**config.mk**
```make
export PLATFORM = sky130hd
export DESIGN_NAME = flash_status_protect
export DESIGN_NICKNAME = d
export VERILOG_FILES = /design/src/fs_sync2.v /design/src/fs_cycle_timer.v /design/src/flash_status_protect.v
export VERILOG_INCLUDE_DIRS = /design/src /design/src/src
export SDC_FILE = /design/constraint.sdc
export NUM_CORES = 1
export LEC_CHECK = 0
export ABC_AREA = 0
export BUFFER_PORTS_ARGS = -buffer_cell sky130_fd_sc_hd__buf_2
export CAP_MARGIN = 20
export CORE_ASPECT_RATIO = 1.4
export CORE_UTILIZATION = 60
export DETAILED_ROUTE_END_ITERATION = 8
export HOLD_SLACK_MARGIN = 0.1
export PLACE_DENSITY = 0.8
export SLEW_MARGIN = 30
export SYNTH_ARGS = -nofsm -noshare
export SYNTH_HDL_FRONTEND = slang
export SYNTH_SLANG_ARGS = --single-unit
```
**constraint.sdc**
```tcl
create_clock -name i_core_clk -period 4.5 [get_ports i_core_clk]
set_input_delay 0.9 -clock i_core_clk [delete_from_list [all_inputs] [get_ports i_core_clk]]
set_output_delay 0.9 -clock i_core_clk [all_outputs]
set_load 0.005 [all_outputs]
```
**src/flash_status_defs.vh**
```
// Functional notes
// - latch-set command completion sets write latch
// - writes need latch set; rejected otherwise
// - latch-clear command completion clears write latch
// - latch cleared at power-up and write completions
// - status read accepted anytime, returns current byte
// - status byte repeats while select stays low
// - status layout lock,0,0,0,size hi/lo,latch,busy
// - latch and busy bits are read-only
// - busy reads 1 during self-timed cycles
// - size bits refuse program/erase in region
// - full wipe only when both size bits zero
// - lock and low pin give hard lock
// - status write keeps b6-b4,b1,b0; b6-b4 zero
// - status write needs rise after eighth data bit
// - valid status write starts timed busy cycle
// - lock clear: writes allowed when latch set
// - lock set, pin high: writes need latch
// - hard lock entered in either event order
// - only raising pin or reset leaves hard lock
// - opcodes 06,04,05,01 decoded as one byte
// - size 00 none,01 top,10 half,11 all
// - writes need select rise on byte boundary
// - input shifted MSB first on rising clock
`ifndef FLASH_STATUS_DEFS_VH
`define FLASH_STATUS_DEFS_VH
// command codes
`define OPC_LATCH_SET 8'h06
`define OPC_LATCH_CLEAR 8'h04
`define OPC_STATUS_READ 8'h05
`define OPC_STATUS_WRITE 8'h01
`define OPC_PAGE_PROG 8'h02
`define OPC_REGION_WIPE 8'hD8
`define OPC_FULL_WIPE 8'hC7
// status byte fields
`define STAT_LOCK 7
`define STAT_SIZE_HI 3
`define STAT_SIZE_LO 2
`define STAT_LATCH 1
`define STAT_BUSY 0
`define STAT_ZERO_BITS 3'h0
// reset values
`define RST_LOCK 1'h0
`define RST_SIZE 2'h0
`define RST_LATCH 1'h0
// protect size codes and sector field
`define SIZE_NONE 2'h0
`define SIZE_TOP 2'h1
`define SIZE_HALF 2'h2
`define SIZE_ALL 2'h3
`define SECTOR_TOP 2'h3
`define SECTOR_MSB 16
`define SECTOR_LSB 15
// byte counts at a valid end of sequence
`define BYTES_CMD 3'h1
`define BYTES_STATUS_WRITE_CMD 3'h2
`define BYTES_WIPE 3'h4
`define BYTES_PROG 3'h5
`define BYTES_MAX 3'h7
`define ADDR_FIRST 3'h1
`define ADDR_LAST 3'h3
`define BIT_BOUNDARY 3'h0
`define BIT_LAST 3'h7
// operation kinds passed to the array
`define OP_STATUS 2'h0
`define OP_PROG 2'h1
`define OP_REGION 2'h2
`define OP_FULL 2'h3
// self-timed cycle lengths in core clock cycles
`define CYC_WRITE 16'h0FA0
`define CYC_PROG 16'h0BB8
`define CYC_REGION 16'h0FA0
`define CYC_FULL 16'h0FA0
`define CYC_ONE 16'h0001
`define CYC_ZERO 16'h0000
`endif

```
**src/fs_sync2.v**
```verilog
`timescale 1ns/1ps
module fs_sync2 #(
  parameter WIDTH = 4,
  parameter [WIDTH-1:0] RST_VAL = {WIDTH{1'b0}}
) (
  // clock and reset
  input wire i_clk,
  input wire i_rst_n,
  input wire i_ce,
  // data
  input wire [WIDTH-1:0] i_async,
  output wire [WIDTH-1:0] o_sync
);
  reg [WIDTH-1:0] meta_q;
  reg [WIDTH-1:0] sync_q;
  genvar g;
  generate
    for (g = 0; g < WIDTH; g = g + 1) begin : g_bit
      always @(posedge i_clk or negedge i_rst_n) begin
        if (!i_rst_n) begin
          meta_q[g] <= RST_VAL[g];
          sync_q[g] <= RST_VAL[g];
        end else if (i_ce) begin
          meta_q[g] <= i_async[g];
          sync_q[g] <= meta_q[g];
        end
      end
    end
  endgenerate
  assign o_sync = sync_q;
endmodule // fs_sync2

```
**src/fs_cycle_timer.v**
```verilog
`timescale 1ns/1ps
`include "flash_status_defs.vh"
module fs_cycle_timer (
  // clock and reset
  input wire i_clk,
  input wire i_rst_n,
  input wire i_ce,
  // control
  input wire i_start,
  input wire [15:0] i_len,
  output wire o_busy,
  output wire o_done
);
  reg [15:0] cnt_q;
  reg busy_q;
  reg done_q;
  always @(posedge i_clk or negedge i_rst_n) begin
    if (!i_rst_n) begin
      cnt_q <= `CYC_ZERO;
      busy_q <= 1'b0;
      done_q <= 1'b0;
    end else if (i_ce) begin
      done_q <= 1'b0;
      if (i_start && !busy_q) begin
        cnt_q <= i_len;
        busy_q <= 1'b1;
      end else if (busy_q) begin
        if (cnt_q <= `CYC_ONE) begin
          busy_q <= 1'b0;
          done_q <= 1'b1;
          cnt_q <= `CYC_ZERO;
        end else begin
          cnt_q <= cnt_q - `CYC_ONE;
        end
      end
    end
  end
  assign o_busy = busy_q;
  assign o_done = done_q;
endmodule // fs_cycle_timer

```
**src/flash_status_protect.v**
```verilog
`timescale 1ns/1ps
`include "flash_status_defs.vh"
module flash_status_protect (
  // core clock, enable and reset
  input wire i_core_clk,
  input wire i_ce,
  input wire i_rst_n,
  // serial pins
  input wire i_sclk,
  input wire i_cs_n,
  input wire i_mosi,
  input wire i_wp_n,
  output reg o_miso,
  output reg o_miso_oe_n,
  // status view
  output reg [7:0] o_status,
  output reg o_hard_lock,
  // array operation request
  output reg o_op_start,
  output reg [1:0] o_op_kind,
  output reg [23:0] o_op_addr
);

  ////////////////////////////////////////////////////////////////////////
  // states of the serial frame
  localparam [1:0] ST_IDLE = 2'h0;
  localparam [1:0] ST_OPCODE = 2'h1;
  localparam [1:0] ST_BODY = 2'h2;

  ////////////////////////////////////////////////////////////////////////
  // reset release
  reg rst_meta_q;
  reg rst_sync_q;
  wire rst_n_s;

  always @(posedge i_core_clk or negedge i_rst_n) begin
    if (!i_rst_n) begin
      rst_meta_q <= 1'b0;
      rst_sync_q <= 1'b0;
    end else begin
      rst_meta_q <= 1'b1;
      rst_sync_q <= rst_meta_q;
    end
  end

  assign rst_n_s = rst_sync_q;

  ////////////////////////////////////////////////////////////////////////
  // pin synchronisers
  wire [3:0] pins_sync;
  wire sclk_s;
  wire cs_n_s;
  wire mosi_s;
  wire wp_n_s;

  fs_sync2 #(
    .WIDTH(4),
    .RST_VAL(4'hA)
  ) u_pin_sync (
    .i_clk(i_core_clk),
    .i_rst_n(rst_n_s),
    .i_ce(i_ce),
    .i_async({i_cs_n, i_sclk, i_wp_n, i_mosi}),
    .o_sync(pins_sync)
  );

  assign cs_n_s = pins_sync[3];
  assign sclk_s = pins_sync[2];
  assign wp_n_s = pins_sync[1];
  assign mosi_s = pins_sync[0];

  ////////////////////////////////////////////////////////////////////////
  // edge detection
  reg sclk_prev_q;
  reg cs_n_prev_q;
  wire sclk_rise;
  wire sclk_fall;
  wire cs_rise;

  always @(posedge i_core_clk or negedge rst_n_s) begin
    if (!rst_n_s) begin
      sclk_prev_q <= 1'b0;
      cs_n_prev_q <= 1'b1;
    end else if (i_ce) begin
      sclk_prev_q <= sclk_s;
      cs_n_prev_q <= cs_n_s;
    end
  end

  assign sclk_rise = sclk_s & ~sclk_prev_q & ~cs_n_s;
  assign sclk_fall = ~sclk_s & sclk_prev_q & ~cs_n_s;
  assign cs_rise = cs_n_s & ~cs_n_prev_q;

  ////////////////////////////////////////////////////////////////////////
  // status register bits
  reg lock_q;
  reg [1:0] size_q;
  reg latch_q;
  wire busy;
  wire hard_lock;
  wire [7:0] status_byte;

  assign hard_lock = lock_q & ~wp_n_s;

  assign status_byte = {lock_q, `STAT_ZERO_BITS, size_q, latch_q,
                        busy};

  ////////////////////////////////////////////////////////////////////////
  // serial input framing
  reg [1:0] state_q;
  reg [1:0] state_d;
  reg [2:0] bit_cnt_q;
  reg [2:0] byte_cnt_q;
  reg [7:0] in_sh_q;
  reg [7:0] opcode_q;
  reg [23:0] addr_q;
  wire bit_last;
  wire byte_done;

  assign bit_last = (bit_cnt_q == `BIT_LAST);
  assign byte_done = sclk_rise && bit_last;

  always @* begin
    state_d = state_q;
    case (state_q)
      ST_IDLE: begin
        if (!cs_n_s) begin
          state_d = ST_OPCODE;
        end
      end
      ST_OPCODE: begin
        if (cs_n_s) begin
          state_d = ST_IDLE;
        end else if (byte_done) begin
          state_d = ST_BODY;
        end
      end
      ST_BODY: begin
        if (cs_n_s) begin
          state_d = ST_IDLE;
        end
      end
      default: begin
        state_d = ST_IDLE;
      end
    endcase
  end

  always @(posedge i_core_clk or negedge rst_n_s) begin
    if (!rst_n_s) begin
      state_q <= ST_IDLE;
      bit_cnt_q <= `BIT_BOUNDARY;
      byte_cnt_q <= 3'h0;
      in_sh_q <= 8'h00;
      opcode_q <= 8'h00;
      addr_q <= 24'h000000;
    end else if (i_ce) begin
      state_q <= state_d;
      if (state_q == ST_IDLE) begin
        bit_cnt_q <= `BIT_BOUNDARY;
        byte_cnt_q <= 3'h0;
      end else if (sclk_rise) begin
        in_sh_q <= {in_sh_q[6:0], mosi_s};
        bit_cnt_q <= bit_cnt_q + 3'h1;
        if (byte_done && byte_cnt_q != `BYTES_MAX) begin
          byte_cnt_q <= byte_cnt_q + 3'h1;
        end
        if (state_q == ST_OPCODE && byte_done) begin
          opcode_q <= {in_sh_q[6:0], mosi_s};
        end
        if (byte_cnt_q >= `ADDR_FIRST && byte_cnt_q <= `ADDR_LAST) begin
          addr_q <= {addr_q[22:0], mosi_s};
        end
      end
    end
  end

  ////////////////////////////////////////////////////////////////////////
  // end-of-frame decode
  wire on_boundary;
  wire is_latch_set;
  wire is_latch_clear;
  wire is_status_write;
  wire is_page_prog;
  wire is_region_wipe;
  wire is_full_wipe;
  wire [1:0] sector;
  reg region_guarded;

  assign on_boundary = (bit_cnt_q == `BIT_BOUNDARY);

  assign is_latch_set = (opcode_q == `OPC_LATCH_SET) &&
                        (byte_cnt_q == `BYTES_CMD) && on_boundary;
  assign is_latch_clear = (opcode_q == `OPC_LATCH_CLEAR) &&
                          (byte_cnt_q == `BYTES_CMD) && on_boundary;
  assign is_status_write = (opcode_q == `OPC_STATUS_WRITE) &&
                           (byte_cnt_q == `BYTES_STATUS_WRITE_CMD) &&
                           on_boundary;
  assign is_page_prog = (opcode_q == `OPC_PAGE_PROG) &&
                        (byte_cnt_q >= `BYTES_PROG) && on_boundary;
  assign is_region_wipe = (opcode_q == `OPC_REGION_WIPE) &&
                          (byte_cnt_q == `BYTES_WIPE) && on_boundary;
  assign is_full_wipe = (opcode_q == `OPC_FULL_WIPE) &&
                        (byte_cnt_q == `BYTES_CMD) && on_boundary;

  assign sector = addr_q[`SECTOR_MSB:`SECTOR_LSB];

  always @* begin
    case (size_q)
      `SIZE_NONE: region_guarded = 1'b0;
      `SIZE_TOP: region_guarded = (sector == `SECTOR_TOP);
      `SIZE_HALF: region_guarded = sector[1];
      `SIZE_ALL: region_guarded = 1'b1;
      default: region_guarded = 1'b1;
    endcase
  end

  ////////////////////////////////////////////////////////////////////////
  // self-timed cycle
  reg cyc_start;
  reg [15:0] cyc_len;
  reg [1:0] cyc_kind;
  wire cyc_done;
  wire frame_end;
  wire status_wr_ok;

  assign frame_end = cs_rise && (state_q == ST_BODY) && !busy;

  assign status_wr_ok = is_status_write && !hard_lock;

  always @* begin
    cyc_start = 1'b0;
    cyc_len = `CYC_WRITE;
    cyc_kind = `OP_STATUS;
    if (frame_end && latch_q) begin
      if (status_wr_ok) begin
        cyc_start = 1'b1;
      end else if (is_page_prog && !region_guarded) begin
        cyc_start = 1'b1;
        cyc_len = `CYC_PROG;
        cyc_kind = `OP_PROG;
      end else if (is_region_wipe && !region_guarded) begin
        cyc_start = 1'b1;
        cyc_len = `CYC_REGION;
        cyc_kind = `OP_REGION;
      end else if (is_full_wipe && size_q == `SIZE_NONE) begin
        cyc_start = 1'b1;
        cyc_len = `CYC_FULL;
        cyc_kind = `OP_FULL;
      end
    end
  end

  fs_cycle_timer u_timer (
    .i_clk(i_core_clk),
    .i_rst_n(rst_n_s),
    .i_ce(i_ce),
    .i_start(cyc_start),
    .i_len(cyc_len),
    .o_busy(busy),
    .o_done(cyc_done)
  );

  ////////////////////////////////////////////////////////////////////////
  // status register update
  wire new_lock;
  wire [1:0] new_size;

  assign new_lock = in_sh_q[`STAT_LOCK];
  assign new_size = in_sh_q[`STAT_SIZE_HI:`STAT_SIZE_LO];

  always @(posedge i_core_clk or negedge rst_n_s) begin
    if (!rst_n_s) begin
      lock_q <= `RST_LOCK;
      size_q <= `RST_SIZE;
      latch_q <= `RST_LATCH;
    end else if (i_ce) begin
      if (cyc_start) begin
        latch_q <= 1'b0;
        if (cyc_kind == `OP_STATUS) begin
          lock_q <= new_lock;
          size_q <= new_size;
        end
      end else if (frame_end && is_latch_set) begin
        latch_q <= 1'b1;
      end else if (frame_end && is_latch_clear) begin
        latch_q <= 1'b0;
      end else if (cyc_done) begin
        // cleared again on completion, a set in that cycle wins
        latch_q <= 1'b0;
      end
    end
  end

  ////////////////////////////////////////////////////////////////////////
  // status output shifter
  reg [7:0] out_sh_q;
  wire reading;

  assign reading = (state_q == ST_BODY) &&
                   (opcode_q == `OPC_STATUS_READ);

  always @(posedge i_core_clk or negedge rst_n_s) begin
    if (!rst_n_s) begin
      out_sh_q <= 8'h00;
      o_miso <= 1'b0;
      o_miso_oe_n <= 1'b1;
    end else if (i_ce) begin
      if (cs_n_s) begin
        o_miso_oe_n <= 1'b1;
      end else if (reading && sclk_fall) begin
        o_miso_oe_n <= 1'b0;
        if (bit_cnt_q == `BIT_BOUNDARY) begin
          o_miso <= status_byte[7];
          out_sh_q <= {status_byte[6:0], 1'b0};
        end else begin
          o_miso <= out_sh_q[7];
          out_sh_q <= {out_sh_q[6:0], 1'b0};
        end
      end
    end
  end

  ////////////////////////////////////////////////////////////////////////
  // registered outputs
  always @(posedge i_core_clk or negedge rst_n_s) begin
    if (!rst_n_s) begin
      o_status <= 8'h00;
      o_hard_lock <= 1'b0;
      o_op_start <= 1'b0;
      o_op_kind <= `OP_STATUS;
      o_op_addr <= 24'h000000;
    end else if (i_ce) begin
      o_status <= status_byte;
      o_hard_lock <= hard_lock;
      o_op_start <= cyc_start && (cyc_kind != `OP_STATUS);
      if (cyc_start) begin
        o_op_kind <= cyc_kind;
        o_op_addr <= addr_q;
      end
    end
  end

endmodule // flash_status_protect

```
==> impl_metrics.py <==
metrics = {
    "run_status": {
        "status": "complete, but fails checks",
        "violations": "design-rule violations",
    },
    "final_layout": {
        "fillCellCount": 597,
        "nets": 527,
        "area_growth_pct": 15.8,
        "drive_above_1_share_pct": 34.9,
        "antenna_cells": 0,
    },
    "sta": {
        "rsz0062_at_grt": "no",
        "relSlewSlack_pct": 38.6,
        "fmax_ghz": 0.320,
        "hold_viol_final": 0,
        "maxSlewViolCount": 0,
        "period_needed_ns": 3.13,
        "clock_skew_ns": 0.0115,
        "timing.setup.tns_ns": 0,
        "setup_violations": 0,
        "worst_pin_slew_ns": 0.909,
        "period_share_pct": 69.5,
    },
    "worst_setup_path": {
        "critPathTopFamily": "simple AND/OR/NAND/NOR gates",
        "cp_num_buf_inv": 1,
        "cp.arrival_ns": 3.46,
        "slowest_stage": "o41ai_1",
        "end_kind": "flop",
        "slowest_delay_ns": 0.90,
        "criticalPathCategory": "reg -> reg",
        "worst-path-max-fanout": 13,
        "path_cells": "inv_1 -> ha_1 -> nand2b_1 -> nor3_1 -> and2_0 -> o41ai_1 -> nand2_1 -> o31ai_2",
        "critPathLaunchType": "flop",
        "cp_data_required_time_ns": 4.83,
    },
    "power_and_ir_drop": {
        "p_sw_w": 0.000782,
        "p_comb_share_pct": 9.4,
        "pwr-share-seq_pct": 44.6,
        "ir_worst_vdd_v": 0.000388,
        "power_w": 0.00290,
        "pwr-share-clk_pct": 46.1,
        "p_leak_nw": 3.17,
        "p_int_w": 0.00211,
        "power.density_mw_per_mm2": 444,
        "p_sw_share_pct": 27.0,
    },
    "clocking": {
        "cts.clk_slew.worst_paths_ns": 0.06,
        "cts_tree": "done",
        "cts_made_buffers": 17,
        "cts_setup_buffers": 0,
        "clock_latency_ns": 0.42,
        "cts_sinks": 124,
        "cts_resized": 0,
        "clockBufferDepth": 2,
        "hold_buffers": 0,
        "clockRootBuffer": "clkbuf_16",
        "cts_max_level": 4,
    },
    "drt": {
        "dr.pass1.iters": 7,
        "postRouteAntennaNets": 0,
        "via_count": 3786,
        "met2_length_um": 5800,
        "avgViaCountPerCell": 6.02,
        "drt_iter0_markers": 356,
        "wl_per_cell_um": 17.9,
        "drc": 4,
        "routed-wl-met3_um": 452,
        "top_layer": "met4",
        "routed_wl_um": 11200,
        "wl_met1_um": 4600,
    },
    "die": {
        "fp.dieW_um": 83.9,
        "start_util_pct": 62.1,
        "die_area_mm2": 0.00979,
        "coreArea_mm2": 0.00908,
        "die_h_um": 117,
        "io_pins": 45,
        "row_count": 41,
    },
    "placement": {
        "io_buffer_count": 41,
        "hpwl_um": 7510,
        "gp_congestion": 0.870,
    },
    "yosys": {
        "synth_flop_cell": "dfrtp_1",
        "netlist_area_mm2": 0.00564,
        "yosysWarnings": 0,
        "syn_inst": 457,
        "syn_avg_cell_area_um2": 12.3,
        "yosysSeqAreaShare_pct": 55.2,
        "ys_ff_latch": 124,
        "synth.distinct_cells": 64,
        "ys_async_sr_fraction_pct": 100,
        "synth-edff-count": 0,
    },
    "min_path": {
        "min_path_type": "reg -> async",
    },
    "global_route": {
        "grt_pass1_wl_um": 18600,
        "grt_max_degree": 52,
        "first_global_vias": 3711,
        "grt-ovfl-total": 0,
        "grt_util_all_layers_pct": 25.1,
        "grt_antenna_before_repair": 0,
    },
    "job": {
        "max-cap-violations": 0,
    },
}
[metal layers]
metal / up-vias / GRT usage [%]
li1: 1751 / -
met1: 1873 / 29.5
met2: 126 / 42.5
met3: 36 / 7.63
met4: 0 / 12.0
met5: - / 0
[worst reg2reg max path, stage by stage (launching register included)]
cell,delay (ns)
dfrtp_1,0.36
inv_1,0.07
ha_1,0.20
nand2b_1,0.42
nor3_1,0.17
and2_0,0.33
o41ai_1,0.90
nand2_1,0.34
o31ai_2,0.25
[stage by stage]
stage	util (%)	area, um2	setup WS, ns	instances	hold slack [ns]
global route	71.9	6530	1.04	629	0.249
global placement	65.4	5940	1.35	597	0.251
CTS	71.9	6530	1.39	629	0.244
detailed placement	65.4	5940	1.30	597	0.254
finish	71.9	6530	1.37	629	0.249
floorplan	-	5640	0.800	459	0.331
[logic make-up (layout without fill, tap and decap cells)]
family | after synthesis | after routing | share of synthesized area, %
buf+inv | 30 | 93 | 2.69
mux | 87 | 87 | 18.8
fa+ha+maj | 11 | 11 | 2.44
simple gates | 124 | 124 | 11.6
other cells | 2 | 4 | 0.133
flops | 124 | 124 | 55.2
xor+xnor | 1 | 1 | 0.155
compound gates | 78 | 78 | 9.01
[final cells by class]
type | instances | area, um2 | share of cell area [%]
clock buffers | 18 | 439 | 6.73
clock inverters | 14 | 146 | 2.24
inverters | 14 | 52.6 | 0.805
multi-input cells | 305 | 2390 | 36.6
flip-flops and latches | 124 | 3110 | 47.7
well taps | 107 | 134 | 2.05
repair buffers | 47 | 250 | 3.83
[power by group through the flow]
stage	Combinational, W	Clock [W]	Sequential, W
global placement	0.000259	0	0.00130
finish	0.000271	0.00133	0.00129
floorplan	0.000209	0	0.00129
detailed placement	0.000270	0	0.00130
global route	0.000310	0.00140	0.00130
CTS	0.000271	0.00136	0.00129
[state kept, by name, summed over array words and instances, names as in the netlist, 2 cells and up]
signal / flops
bit_cnt_q: 3
u_pin_sync.meta_q: 4
state_q: 2
o_status: 5
in_sh_q: 8
o_op_kind: 2
u_pin_sync.o_sync: 4
out_sh_q: 7
size_q: 2
byte_cnt_q: 3
u_timer.cnt_q: 16
o_op_addr: 24
addr_q: 24
opcode_q: 8
[cell usage in the layout (no fill, tap or decap), types with 14 or more instances in the layout]
master,n
nor3_1,15
nand2_1,39
dfrtp_1,117
nor2_1,26
a21oi_1,14
clkbuf_16,17
o21ai_0,29
mux2_2,62
buf_2,41
mux2_4,22
[Yosys cell counts, types with 5 or more instances]
master | number | area [um2]
dfrtp_1 | 118 | 2950
mux2_2 | 62 | 698
nand2_1 | 39 | 146
o21ai_0 | 29 | 145
nor2_1 | 26 | 97.6
mux2_4 | 22 | 330
nor3_1 | 16 | 80.1
a21oi_1 | 15 | 75.1
inv_1 | 13 | 48.8
ha_1 | 11 | 138
dfstp_2 | 6 | 158
o211ai_1 | 5 | 37.5
[final timing paths]
kind | startpoint | end | slack [ns] | cells past startpoint
worst max-delay path | bit_cnt_q[0]$_DFFE_PN0P_ | u_timer.cnt_q[1]$_DFFE_PN0P_ | 1.37 | 8
min in group i_core_clk | rst_meta_q$_DFF_PN0_ | rst_n_s$_DFF_PN0_ | 0.35 | 0
worst min register to register | rst_n_s$_DFF_PN0_ | u_pin_sync.o_sync[0]$_DFFE_PN0P_ | 0.25 | 0
max in group asynchronous | rst_n_s$_DFF_PN0_ | o_op_addr[3]$_DFFE_PN0P_ | 3.31 | 1
worst max register to register | bit_cnt_q[0]$_DFFE_PN0P_ | u_timer.cnt_q[1]$_DFFE_PN0P_ | 1.37 | 8
worst min-delay path | rst_n_s$_DFF_PN0_ | u_pin_sync.o_sync[0]$_DFFE_PN0P_ | 0.25 | 0
Note: power is estimated with default switching activity, not from simulation.
